<file path="src/rtl/lts_pkg.sv">
// constants, encodings and register map of the low-temperature time stamp block
// assumes 8-bit registers, each on one 32-bit Avalon word (byte address = 4 x index)
// How it works
// - capture only while the enable bit is set
// - each tick compare temp[11:4] against low threshold
// - first-event mode keeps the first stamp only
// - overwrite mode always keeps latest stamp
// - count register counts every qualifying event
// - clear strobe zeroes count, stamps and flag
// - clear bit is a strobe, reads zero
// - reset zeroes every stamp register and count
// - halt stops tick, measurement and comparison
// - first event only when all seven are zero
// - qualifying event sets the low event flag
// - interrupt pin low only when enable set
// - a status write clears both event flags; a new event in the same cycle wins
// - no extra tick from halt release or sync
// - reading stamp registers blocks capture meanwhile
// - seconds write or synced event resets hundredths
package lts_pkg;
  // register indices
  localparam logic [7:0] IDX_STATUS = 8'h0D;
  localparam logic [7:0] IDX_CTRL   = 8'h12;
  localparam logic [7:0] IDX_TSCTL  = 8'h13;
  localparam logic [7:0] IDX_EVCTL  = 8'h15;
  localparam logic [7:0] IDX_THRESH = 8'h16;
  localparam logic [7:0] IDX_COUNT  = 8'h18;
  localparam logic [7:0] IDX_YEAR   = 8'h1E;
  // field positions
  localparam int CTRL_EN_BIT   = 0;
  localparam int CTRL_IE_BIT   = 1;
  localparam int CTRL_HALT_BIT = 2;
  localparam int TS_OW_BIT     = 0;
  localparam int TS_CLR_BIT    = 1;
  localparam int ST_LOW_BIT    = 0;
  localparam int ST_HIGH_BIT   = 1;
  localparam int EV_SYNC_BIT   = 0;
  localparam int TEMP_MSB      = 11;
  localparam int TEMP_LSB      = 4;
  // reset values and sizes
  localparam logic [7:0] RST_BYTE   = 8'h00;
  localparam logic [7:0] RST_THRESH = 8'h00;
  localparam int         STAMP_N    = 7;
  // bus access phases
  typedef enum logic [1:0] {
    ACC_IDLE  = 2'b00,
    ACC_FETCH = 2'b01,
    ACC_DONE  = 2'b10
  } acc_e;
endpackage

</file>
<file path="src/rtl/stamp_if.sv">
// carrier between the control logic and the stamp store
// assumes both ends run on the same clock
`timescale 1ns/1ps
interface stamp_if;
  logic             capture;
  logic             clear;
  logic             overwrite;
  logic [5:0][7:0]  cal;
  logic [2:0]       rd_idx;
  logic [7:0]       rd_data;
  logic             all_zero;
  modport ctl (output capture, clear, overwrite, cal, rd_idx, input rd_data, all_zero);
  modport store (input capture, clear, overwrite, cal, rd_idx, output rd_data, all_zero);
endinterface

</file>
<file path="src/rtl/low_temp_time_stamp.sv">
// low-temperature time stamp: threshold compare per tick, capture, flag, irq
// stamps live in the store; control, flags and bus decode live here
// assumes Avalon-MM master on ref_clk; tick and event pins are asynchronous
//
// Implementation choices: the Avalon-MM register port and the register addresses.
`timescale 1ns/1ps
module low_temp_time_stamp
  import lts_pkg::*;
(
  input  wire logic        ref_clk,
  input  wire logic        rstn,
  input  wire logic [9:0]  address,
  input  wire logic        read,
  input  wire logic        write,
  input  wire logic [3:0]  byteenable,
  input  wire logic [31:0] writedata,
  output logic      [31:0] readdata,
  output logic             waitrequest,
  input  wire logic [11:0] temp_reading,
  input  wire logic [47:0] cal_stamp,
  input  wire logic        tick_1hz,
  input  wire logic        ext_event_pin,
  input  wire logic        sec_write_pulse,
  input  wire logic        high_event_set,
  output logic             irq_n,
  output logic             time_sync
);
  stamp_if sif ();

  // bus phase and decode
  acc_e        acc_q;
  logic [7:0]  idx;
  logic        wr_acc;
  logic        rd_block;
  logic [31:0] rdata_q;
  // software controls and flags
  logic        en_q;
  logic        ie_q;
  logic        halt_q;
  logic        ow_q;
  logic        sync_en_q;
  logic [7:0]  thresh_q;
  logic        low_flag_q;
  logic        high_flag_q;
  // pin synchronisers
  logic        tick_s1_q;
  logic        tick_s2_q;
  logic        tick_s3_q;
  logic        ev_s1_q;
  logic        ev_s2_q;
  logic        ev_s3_q;
  // event path
  logic        tick_edge;
  logic        ev_edge;
  logic        below;
  logic        qual;
  logic        pend_q;
  logic        clr_wr;
  logic        stat_wr;
  // registered outputs
  logic        irq_n_q;
  logic        sync_q;

  assign idx = address[9:2];

  // bus handshake: two wait cycles, one to fetch store data, one to register it
  always_ff @(posedge ref_clk or negedge rstn) begin
    if (!rstn) begin
      acc_q <= ACC_IDLE;
    end else begin
      case (acc_q)
        ACC_IDLE:  acc_q <= (read || write) ? ACC_FETCH : ACC_IDLE;
        ACC_FETCH: acc_q <= ACC_DONE;
        ACC_DONE:  acc_q <= ACC_IDLE;
        default:   acc_q <= ACC_IDLE;
      endcase
    end
  end

  // combinational so the master sees the answer in the done phase itself
  assign waitrequest = (read || write) && (acc_q != ACC_DONE);
  assign wr_acc      = write && (acc_q == ACC_DONE) && byteenable[0];
  assign clr_wr      = wr_acc && (idx == IDX_TSCTL) && writedata[TS_CLR_BIT];
  assign stat_wr     = wr_acc && (idx == IDX_STATUS);
  // held for the whole read so the host sees one consistent set
  assign rd_block    = read && (idx >= IDX_COUNT) && (idx <= IDX_YEAR);

  // control registers written by software
  always_ff @(posedge ref_clk or negedge rstn) begin
    if (!rstn) begin
      en_q     <= 1'b0;
      ie_q     <= 1'b0;
      halt_q   <= 1'b0;
      ow_q     <= 1'b0;
      thresh_q <= RST_THRESH;
    end else if (wr_acc) begin
      case (idx)
        IDX_CTRL: begin
          en_q   <= writedata[CTRL_EN_BIT];
          ie_q   <= writedata[CTRL_IE_BIT];
          halt_q <= writedata[CTRL_HALT_BIT];
        end
        IDX_TSCTL:  ow_q     <= writedata[TS_OW_BIT];
        IDX_THRESH: thresh_q <= writedata[7:0];
        default: ;
      endcase
    end
  end

  // sync enable clears itself once an external event has been taken
  always_ff @(posedge ref_clk or negedge rstn) begin
    if (!rstn) begin
      sync_en_q <= 1'b0;
    end else if (ev_edge && sync_en_q) begin
      sync_en_q <= 1'b0;
    end else if (wr_acc && idx == IDX_EVCTL) begin
      sync_en_q <= writedata[EV_SYNC_BIT];
    end
  end

  // two-flop synchronisers; the third flop only feeds the edge detectors
  always_ff @(posedge ref_clk or negedge rstn) begin
    if (!rstn) begin
      tick_s1_q <= 1'b0;
      tick_s2_q <= 1'b0;
      tick_s3_q <= 1'b0;
      ev_s1_q   <= 1'b0;
      ev_s2_q   <= 1'b0;
      ev_s3_q   <= 1'b0;
    end else begin
      tick_s1_q <= tick_1hz;
      tick_s2_q <= tick_s1_q;
      tick_s3_q <= tick_s2_q;
      ev_s1_q   <= ext_event_pin;
      ev_s2_q   <= ev_s1_q;
      ev_s3_q   <= ev_s2_q;
    end
  end

  // only real tick edges count; halt release and sync never fake one
  // a pin held high yields one event; reset level matches the idle pin
  assign tick_edge = tick_s2_q && !tick_s3_q && !halt_q;
  assign ev_edge   = ev_s2_q && !ev_s3_q;
  assign below     = temp_reading[TEMP_MSB:TEMP_LSB] < thresh_q;
  assign qual      = tick_edge && en_q && below;

  // an event held off by a stamp read or a clear waits here, not dropped
  // limitation: one slot only; two held events would merge into one
  always_ff @(posedge ref_clk or negedge rstn) begin
    if (!rstn) begin
      pend_q <= 1'b0;
    end else begin
      pend_q <= (pend_q || qual) && !sif.capture;
    end
  end

  assign sif.capture   = (pend_q || qual) && !rd_block && !clr_wr;
  assign sif.clear     = clr_wr;
  assign sif.overwrite = ow_q;
  assign sif.cal       = cal_stamp;
  assign sif.rd_idx    = 3'(idx - IDX_COUNT);

  // count and the six calendar bytes sit in the store
  stamp_store u_store (
    .ref_clk (ref_clk),
    .rstn    (rstn),
    .sif     (sif)
  );

  // event flags: a new event wins over a status write in the same cycle; a clear strobe holds the event off
  always_ff @(posedge ref_clk or negedge rstn) begin
    if (!rstn) begin
      low_flag_q  <= 1'b0;
      high_flag_q <= 1'b0;
    end else begin
      if (sif.capture) begin
        low_flag_q <= 1'b1;
      end else if (stat_wr || clr_wr) begin
        low_flag_q <= 1'b0;
      end
      if (high_event_set) begin
        high_flag_q <= 1'b1;
      end else if (stat_wr) begin
        high_flag_q <= 1'b0;
      end
    end
  end

  // active-low interrupt, gated by the enable
  // registered so the pin cannot glitch while flag and enable change
  always_ff @(posedge ref_clk or negedge rstn) begin
    if (!rstn) begin
      irq_n_q <= 1'b1;
    end else begin
      irq_n_q <= !(low_flag_q && ie_q);
    end
  end
  assign irq_n = irq_n_q;

  // one-cycle pulse tells the timekeeper to zero its hundredths
  always_ff @(posedge ref_clk or negedge rstn) begin
    if (!rstn) begin
      sync_q <= 1'b0;
    end else begin
      sync_q <= sec_write_pulse || (ev_edge && sync_en_q);
    end
  end
  assign time_sync = sync_q;

  // read data registered in the fetch phase; store data is ready by then
  always_ff @(posedge ref_clk or negedge rstn) begin
    if (!rstn) begin
      rdata_q <= 32'h0000_0000;
    end else if (acc_q == ACC_FETCH) begin
      rdata_q <= 32'h0000_0000;
      case (idx)
        IDX_STATUS: begin
          rdata_q[ST_LOW_BIT]  <= low_flag_q;
          rdata_q[ST_HIGH_BIT] <= high_flag_q;
        end
        IDX_CTRL: begin
          rdata_q[CTRL_EN_BIT]   <= en_q;
          rdata_q[CTRL_IE_BIT]   <= ie_q;
          rdata_q[CTRL_HALT_BIT] <= halt_q;
        end
        IDX_TSCTL:  rdata_q[TS_OW_BIT]   <= ow_q; // clear bit stays 0
        IDX_EVCTL:  rdata_q[EV_SYNC_BIT] <= sync_en_q;
        IDX_THRESH: rdata_q[7:0]         <= thresh_q;
        default: begin
          if (rd_block) begin
            rdata_q[7:0] <= sif.rd_data;
          end
        end
      endcase
    end
  end
  assign readdata = rdata_q;
endmodule

</file>
<file path="src/rtl/stamp_store.sv">
// count and six calendar stamp bytes with registered read port
// assumes capture and clear are never high together
`timescale 1ns/1ps
module stamp_store
  import lts_pkg::*;
(
  input wire logic ref_clk,
  input wire logic rstn,
  stamp_if.store   sif
);
  logic [7:0] ent_q [STAMP_N];
  logic       zero;
  logic [7:0] rd_q;

  // entry 0 counts, entries 1..6 follow the calendar
  for (genvar i = 0; i < STAMP_N; i++) begin : g_ent
    always_ff @(posedge ref_clk or negedge rstn) begin
      if (!rstn) begin
        ent_q[i] <= RST_BYTE;
      end else if (sif.clear) begin
        ent_q[i] <= RST_BYTE;
      end else if (sif.capture) begin
        if (i == 0) begin
          ent_q[i] <= ent_q[i] + 8'h01; // wraps at 255
        end else if (sif.overwrite || zero) begin
          ent_q[i] <= sif.cal[(i + 5) % 6]; // entry 1 takes seconds, byte 0
        end
      end
    end
  end

  // first-event test looks at all seven bytes, count included
  always_comb begin
    zero = 1'b1;
    for (int k = 0; k < STAMP_N; k++) begin
      zero = zero & (ent_q[k] == RST_BYTE);
    end
  end
  assign sif.all_zero = zero;

  // registered read port
  always_ff @(posedge ref_clk or negedge rstn) begin
    if (!rstn) begin
      rd_q <= RST_BYTE;
    end else if (32'(sif.rd_idx) < STAMP_N) begin
      rd_q <= ent_q[sif.rd_idx];
    end else begin
      rd_q <= RST_BYTE;
    end
  end
  assign sif.rd_data = rd_q;
endmodule

</file>
<file path="config.mk">
export PLATFORM = sky130hd
export DESIGN_NAME = low_temp_time_stamp
export DESIGN_NICKNAME = d
export VERILOG_FILES = /design/src/rtl/lts_pkg.sv /design/src/rtl/stamp_if.sv /design/src/rtl/low_temp_time_stamp.sv /design/src/rtl/stamp_store.sv
export SDC_FILE = /design/constraint.sdc
export NUM_CORES = 1
export LEC_CHECK = 0
export BUFFER_PORTS_ARGS = -buffer_cell sky130_fd_sc_hd__buf_2
export CORE_UTILIZATION = 47
export CTS_CLUSTER_SIZE = 28
export DETAILED_ROUTE_END_ITERATION = 8
export HOLD_SLACK_MARGIN = 0.08
export PLACE_DENSITY = 0.78
export SYNTH_ARGS = -nofsm -noshare
export SYNTH_HDL_FRONTEND = slang
export SYNTH_SLANG_ARGS = --single-unit
</file>
<file path="constraint.sdc">
create_clock -name ref_clk -period 2.1 [get_ports ref_clk]
set_input_delay 0.21 -clock ref_clk [delete_from_list [all_inputs] [get_ports ref_clk]]
set_output_delay 0.21 -clock ref_clk [all_outputs]
set_load 0.02 [all_outputs]
</file>
After elaboration in Yosys (flattened, before gate mapping)
Index checks and enable logic that the tools add are counted.

Register bits: 98. Bits of input ports: 114. Output and inout port bits: 35. Word-level logic and storage cells: 137.

Add/subtract/negate cells: 2. Magnitude comparators: 5. Eq/ne operators: 8. Muxes and demuxes: 37. Bitwise gates (word level): 7. Reduce and logical (&&, ||, !) cells: 51.

Operator list (count): two-way mux 8 bit (24); zero test 8 bit (7); == test 8 x 5 -> 1 bit (second input constant) (4); binary-select mux 8 bit (select 3 bit) (1); logical AND 1 bit (19); one-hot mux 5 bit (2 select lines) (1); nonzero test 2 bit (5); adder 8 x 1 -> 8 bit (second input constant) (1); == test 8 x 4 -> 1 bit (second input constant) (1); greater-or-equal comparator 8 x 5 -> 1 bit (second input constant) (1); <= comparator 8 x 5 -> 1 bit (second input constant) (1); < comparator 8 bit (1); AND reduction 2 bit (4); zero test 1 bit (7); two-way mux 1 bit (7); AND 1 bit (6); logical OR 1 bit (5); one-hot mux 1 bit (5 select lines) (1); greater-or-equal comparator 4 bit (second input constant) (1); NOT 3 -> 4 bit (1); one-hot mux 1 bit (4 select lines) (1); one-hot mux 2 bit (2 select lines) (1); OR reduction 4 bit (1); < comparator 3 bit (second input constant) (1); 8 further kinds (8).

Longest topological paths before layout
Depth in word-level cells: 11. Gate-level depth with buffers: 10. Mapped depth without buffers: 8.

Hierarchy
A second synthesis with hierarchy kept.

Cell total of the unflattened synthesis: 531. Area total of the unflattened synthesis: 5403.9 sq um.

Modules (own cells, without submodules): stamp_store (instances 1, cells each 355, area an instance 3523.4 sq um, seq. area each 1601.5 sq um); low_temp_time_stamp (instances 1, cells each 176, area an instance 1880.6 sq um, seq. area each 852.1 sq um).

Worst setup path after synthesis
OpenSTA, ideal clock, no wires.

Path type: reg2reg. Start: register thresh_q[2]. End: register u_store.ent_q[53] (netlist name). Library setup time: 77 ps. Arrival: 2002 ps. Data required time: 2023 ps. Setup slack: 21 ps. Stages on the path, launching flop included: 9. Path buffers: 0. Period minus slack after synthesis: 2079 ps. Cells stage by stage: dfrtp_1 > inv_1 > ha_1 > a211oi_1 > o21ai_0 > a21oi_4 > nand2_2 > or4_1 > a21oi_1.

Word-level cells in the longest chain between the ends: 6.

RTL lines: start, declared (line low_temp_time_stamp.sv:42) `logic [7:0] thresh_q;`; start signal, assigned (line low_temp_time_stamp.sv:104) `IDX_THRESH: thresh_q <= writedata[7:0];`; < comparator 8 bit (line low_temp_time_stamp.sv:144) `assign below = temp_reading[TEMP_MSB:TEMP_LSB] < thresh_q;`; logical AND 1 bit (line low_temp_time_stamp.sv:145) `assign qual = tick_edge && en_q && below;`; logical OR 1 bit (line low_temp_time_stamp.sv:157) `assign sif.capture = (pend_q || qual) && !rd_block && !clr_wr;`; logical AND 1 bit (2 in a row) (line low_temp_time_stamp.sv:157); nonzero test 2 bit (no line); end signal, assigned by index (line stamp_store.sv:24) `ent_q[i] <= ent_q[i] + 8'h01;`; end signal, assigned by index (line stamp_store.sv:26) `ent_q[i] <= sif.cal[(i + 5) % 6];`; end, declared (line stamp_store.sv:11) `logic [7:0] ent_q [STAMP_N];`.

No other way between the ends. A chain may end at the register's enable or synchronous reset.

Worst setup path after layout
Start: register u_store.ent_q[49] (netlist name). End: register u_store.ent_q[40] (netlist name).

Word-level cells in the longest chain between the ends: 10.

RTL lines: zero test 8 bit (line stamp_store.sv:36) `zero = zero & (ent_q[k] == RST_BYTE);`; AND 1 bit (6 in a row) (line stamp_store.sv:36); logical OR 1 bit; nonzero test 2 bit (no line); AND reduction 2 bit (no line).

No other way between the ends.

==> metrics.csv <==
metric,value,unit
rrSetupSlack,-0.22,ns
final_nets,758,
worst_pin_slew,0.531,ns
synthesis.area,0.00489,mm²
dieArea,0.0108,mm²
crit_slowest_cell,dfrtp_1,
r2r_start,u_store.ent_q[49]$_DFFE_PN0P_,
path_class,reg2reg,
r2r-end,u_store.ent_q[40]$_DFFE_PN0P_,
path_buf_inv,4,
clock_power_share,30.8,%
firstDrtPassIters,4,
track_usage,25.7,%
hpwl,8.64,mm
clk_pin_slew,0.10,ns
cp_data_arrival_time,2.57,ns
slew_headroom,64.6,%
placed_cells,719,
rsz0062_at_grt,true,
antenna_found_initial,0,
ys_seq_elements,98,
worstHoldStart,cal_stamp[11],
root_buffer,clkbuf_8,
core-area,0.00995,mm²
leakage,3.61,nW
ir_drop,0.367,mV
portBuffers,91,
drt_first_iter_violations,217,
routed_wl,13.3,mm
cp-start-kind,register,
layout.cells.non_filler,773,
final_hold_viol_count,0,
violations,setup timing,
holdWs,0.0809,ns
ys.flop_type,dfrtp_1,
synth-edff-count,0,
cp_cell_sequence,inv_2 > ha_4 > nor4b_4 > buf_4 > nand4_1 > o41ai_2 > nand3_2 > buf_8 > buf_16 > mux2i_1 > nor2_1,
syn_inst,463,
drv_cap,0,
grt_pass1_vias,4361,
internal_power,2.68,mW
drive_gt1_share,35.3,%
clock_path_buffers,2,
setup_ws,-0.216,ns
startpoint,u_store.ent_q[49]$_DFFE_PN0P_,
rows,36,
drc,0,
antenna_cells,0,
endpoint,u_store.ent_q[40]$_DFFE_PN0P_,
reg2regPathDepth,11,
seq_area_frac_synth,50.1,%
numCtsBuffers,9,
crit_cells,11,
avgViaCountPerCell,5.38,
endpoint_kind,register,
powerDensity,580,mW/mm²
status,finished with violations,
crit_family,buffers and inverters,
fmax,0.432,GHz
cts_sinks,98,
die_w,104,µm
vias,4161,
holdCritPathClass,in2reg,
synth.avg_cell_area,10.6,µm²
gp_congestion,0.902,
fin_crit_sh,110,%
sw_frac_of_total,29.5,%
fin_setup_tns,-6.39,ns
slew_violations,0,
grt-ovfl-total,0,
syn_to_final_growth,34.2,%
grt_pass1_wl,21.5,mm
pwr-share-seq,53.2,%
synth_cell_types,50,
combinationalPowerShare,16.0,%
clk_latency,0.37,ns
finalSetupViolations,48,
top_level_ports,149,
fin_worst_skew,0.0169,ns
worstPathRequired,2.36,ns
min_period,2.32,ns
p_switching,1.12,mW
grt_max_degree,40,
crit_fanout,6,
cp_slowest_stage_delay,0.41,ns
synthArstFlopShare,100,%
die_h,104,µm
start_util,49.2,%
cts_tree,done,
ant_nets,0,
htreeDepth,3,
wl_per_cell,17.2,µm
yosysWarningCount,0,
==> power by group through the flow <==
stage / clock network [mW] / logic, mW / registers (mW)
after global routing: 1.27 / 0.662 / 2.04
after global placement: 0 / 0.514 / 2.05
final: 1.17 / 0.608 / 2.03
after detailed placement: 0 / 0.530 / 2.06
after CTS: 1.19 / 0.582 / 2.02
after floorplan: 0 / 0.297 / 2.05
==> how the worst min path moves through the flow <==
stage | to | cells after the start
6_report | u_store.ent_q[35]$_DFFE_PN0P_ | 3
4_1_cts | u_store.ent_q[44]$_DFFE_PN0P_ | 3
2_1_floorplan | acc_q[0]$_DFF_PN0_ | 0
3_5_place_dp | readdata[6]$_DFFE_PN0P_ | 1
5_1_grt | u_store.ent_q[45]$_DFFE_PN0P_ | 3
3_3_place_gp | readdata[7]$_DFFE_PN0P_ | 1
==> area by class of cell <==
| class | count | area, µm² |
|---|---|---|
| fill | 766 | 3390 |
| sequential | 98 | 2450 |
| multi-input combinational | 327 | 2340 |
| timing repair buffer | 186 | 1370 |
| tap | 133 | 166 |
| clock buffer | 9 | 124 |
| clock inverter | 7 | 58.8 |
| inverter | 13 | 48.8 |
==> flip-flops by register name, summed over array words and instances (netlist names) <==
register             cells
u_store.sif.rd_data      8
high_flag_q              1
low_flag_q               1
pend_q                   1
thresh_q                 8
ev_s2_q                  1
en_q                     1
sync_en_q                1
irq_n                    1
acc_q                    2
ev_s3_q                  1
tick_s1_q                1
tick_s2_q                1
ev_s1_q                  1
halt_q                   1
u_store.ent_q           56
ow_q                     1
tick_s3_q                1
time_sync                1
ie_q                     1
readdata                 8
==> per-layer routing <==
layer / part of all wire, % / GRT usage (%) / up-vias
met5: 0 / 0 / -
met4: 2.9 / 11.7 / 0
met3: 5.1 / 3.63 / 23
met2: 51 / 43.9 / 160
met1: 41 / 32.3 / 2053
li1: - / - / 1925
==> worst register-to-register path, delay by kind of cell (launching register included) <==
| family | cells | cell delay (ns) |
|---|---|---|
| DFF | 1 | 0.41 |
| AOI/OAI and AO/OA | 1 | 0.37 |
| and+or+nand+nor | 4 | 0.54 |
| buffers and inverters | 4 | 0.59 |
| muxes | 1 | 0.17 |
| adders and majority gates | 1 | 0.12 |
==> layout by cell type, fill, tap and decap left out, types with 8 or more instances in the layout <==
| cell type | count |
|---|---|
| inv_1 | 10 |
| clkbuf_8 | 9 |
| buf_2 | 90 |
| o21ai_0 | 16 |
| a21oi_1 | 18 |
| nand2_1 | 29 |
| conb_1 | 24 |
| nor2_1 | 76 |
| buf_4 | 61 |
| mux2i_1 | 55 |
| dlygate4sd3_1 | 24 |
| mux4_2 | 8 |
| nand4_1 | 8 |
| dfrtp_1 | 97 |
==> kinds of logic (layout without fill, tap and decap cells) <==
group	Yosys count	in the layout	synth area share (%)
and+or+nand+nor	159	159	15.2
muxes	69	69	16.3
adders and majority gates	9	9	2.30
xor gates and xnor gates	5	5	0.895
buffers and inverters	61	215	7.29
other	1	24	0.0766
AOI/OAI and AO/OA	61	61	7.82
DFF	98	98	50.1
==> stage by stage <==
stage / util [%] / total power, mW / area [µm²] / setup slack (ns)
floorplan: - / 2.35 / 4980 / 0.0210
global placement: 58.1 / 2.56 / 5780 / -0.124
detailed placement: 58.1 / 2.59 / 5780 / -0.191
CTS: 64.7 / 3.79 / 6440 / -0.0931
global route: 66.0 / 3.97 / 6570 / -0.288
finish: 66.0 / 3.81 / 6570 / -0.216
==> cells in the mapped netlist, types with 3 or more instances <==
master	n	area [µm²]
a211oi_1	3	22.5
a21oi_1	20	100
a22oi_1	5	37.5
and2_1	4	25.0
and3_1	3	18.8
buf_2	9	45.0
buf_4	27	203
clkbuf_1	8	30.0
dfrtp_1	97	2430
ha_1	9	113
inv_1	13	48.8
mux2_2	4	45.0
mux2i_1	57	571
mux4_2	8	180
nand2_1	29	109
nand2b_1	3	18.8
nand3_1	5	25.0
nand4_1	8	50.1
nor2_1	77	289
nor2b_1	4	25.0
nor3_1	3	15.0
nor4_1	12	75.1
nor4b_1	3	26.3
o21ai_0	18	90.1
xor2_1	4	35.0
==> repair_timing <==
item	in CTS	in global routing
cloned	4	1
hold endpoints to repair	51	0
buffers inserted	8	4
resized for setup	17	28
setup endpoints to repair	50	57
hold buffers	24	0
pin swaps	12	20
Note: power is estimated with default switching activity, not from simulation.
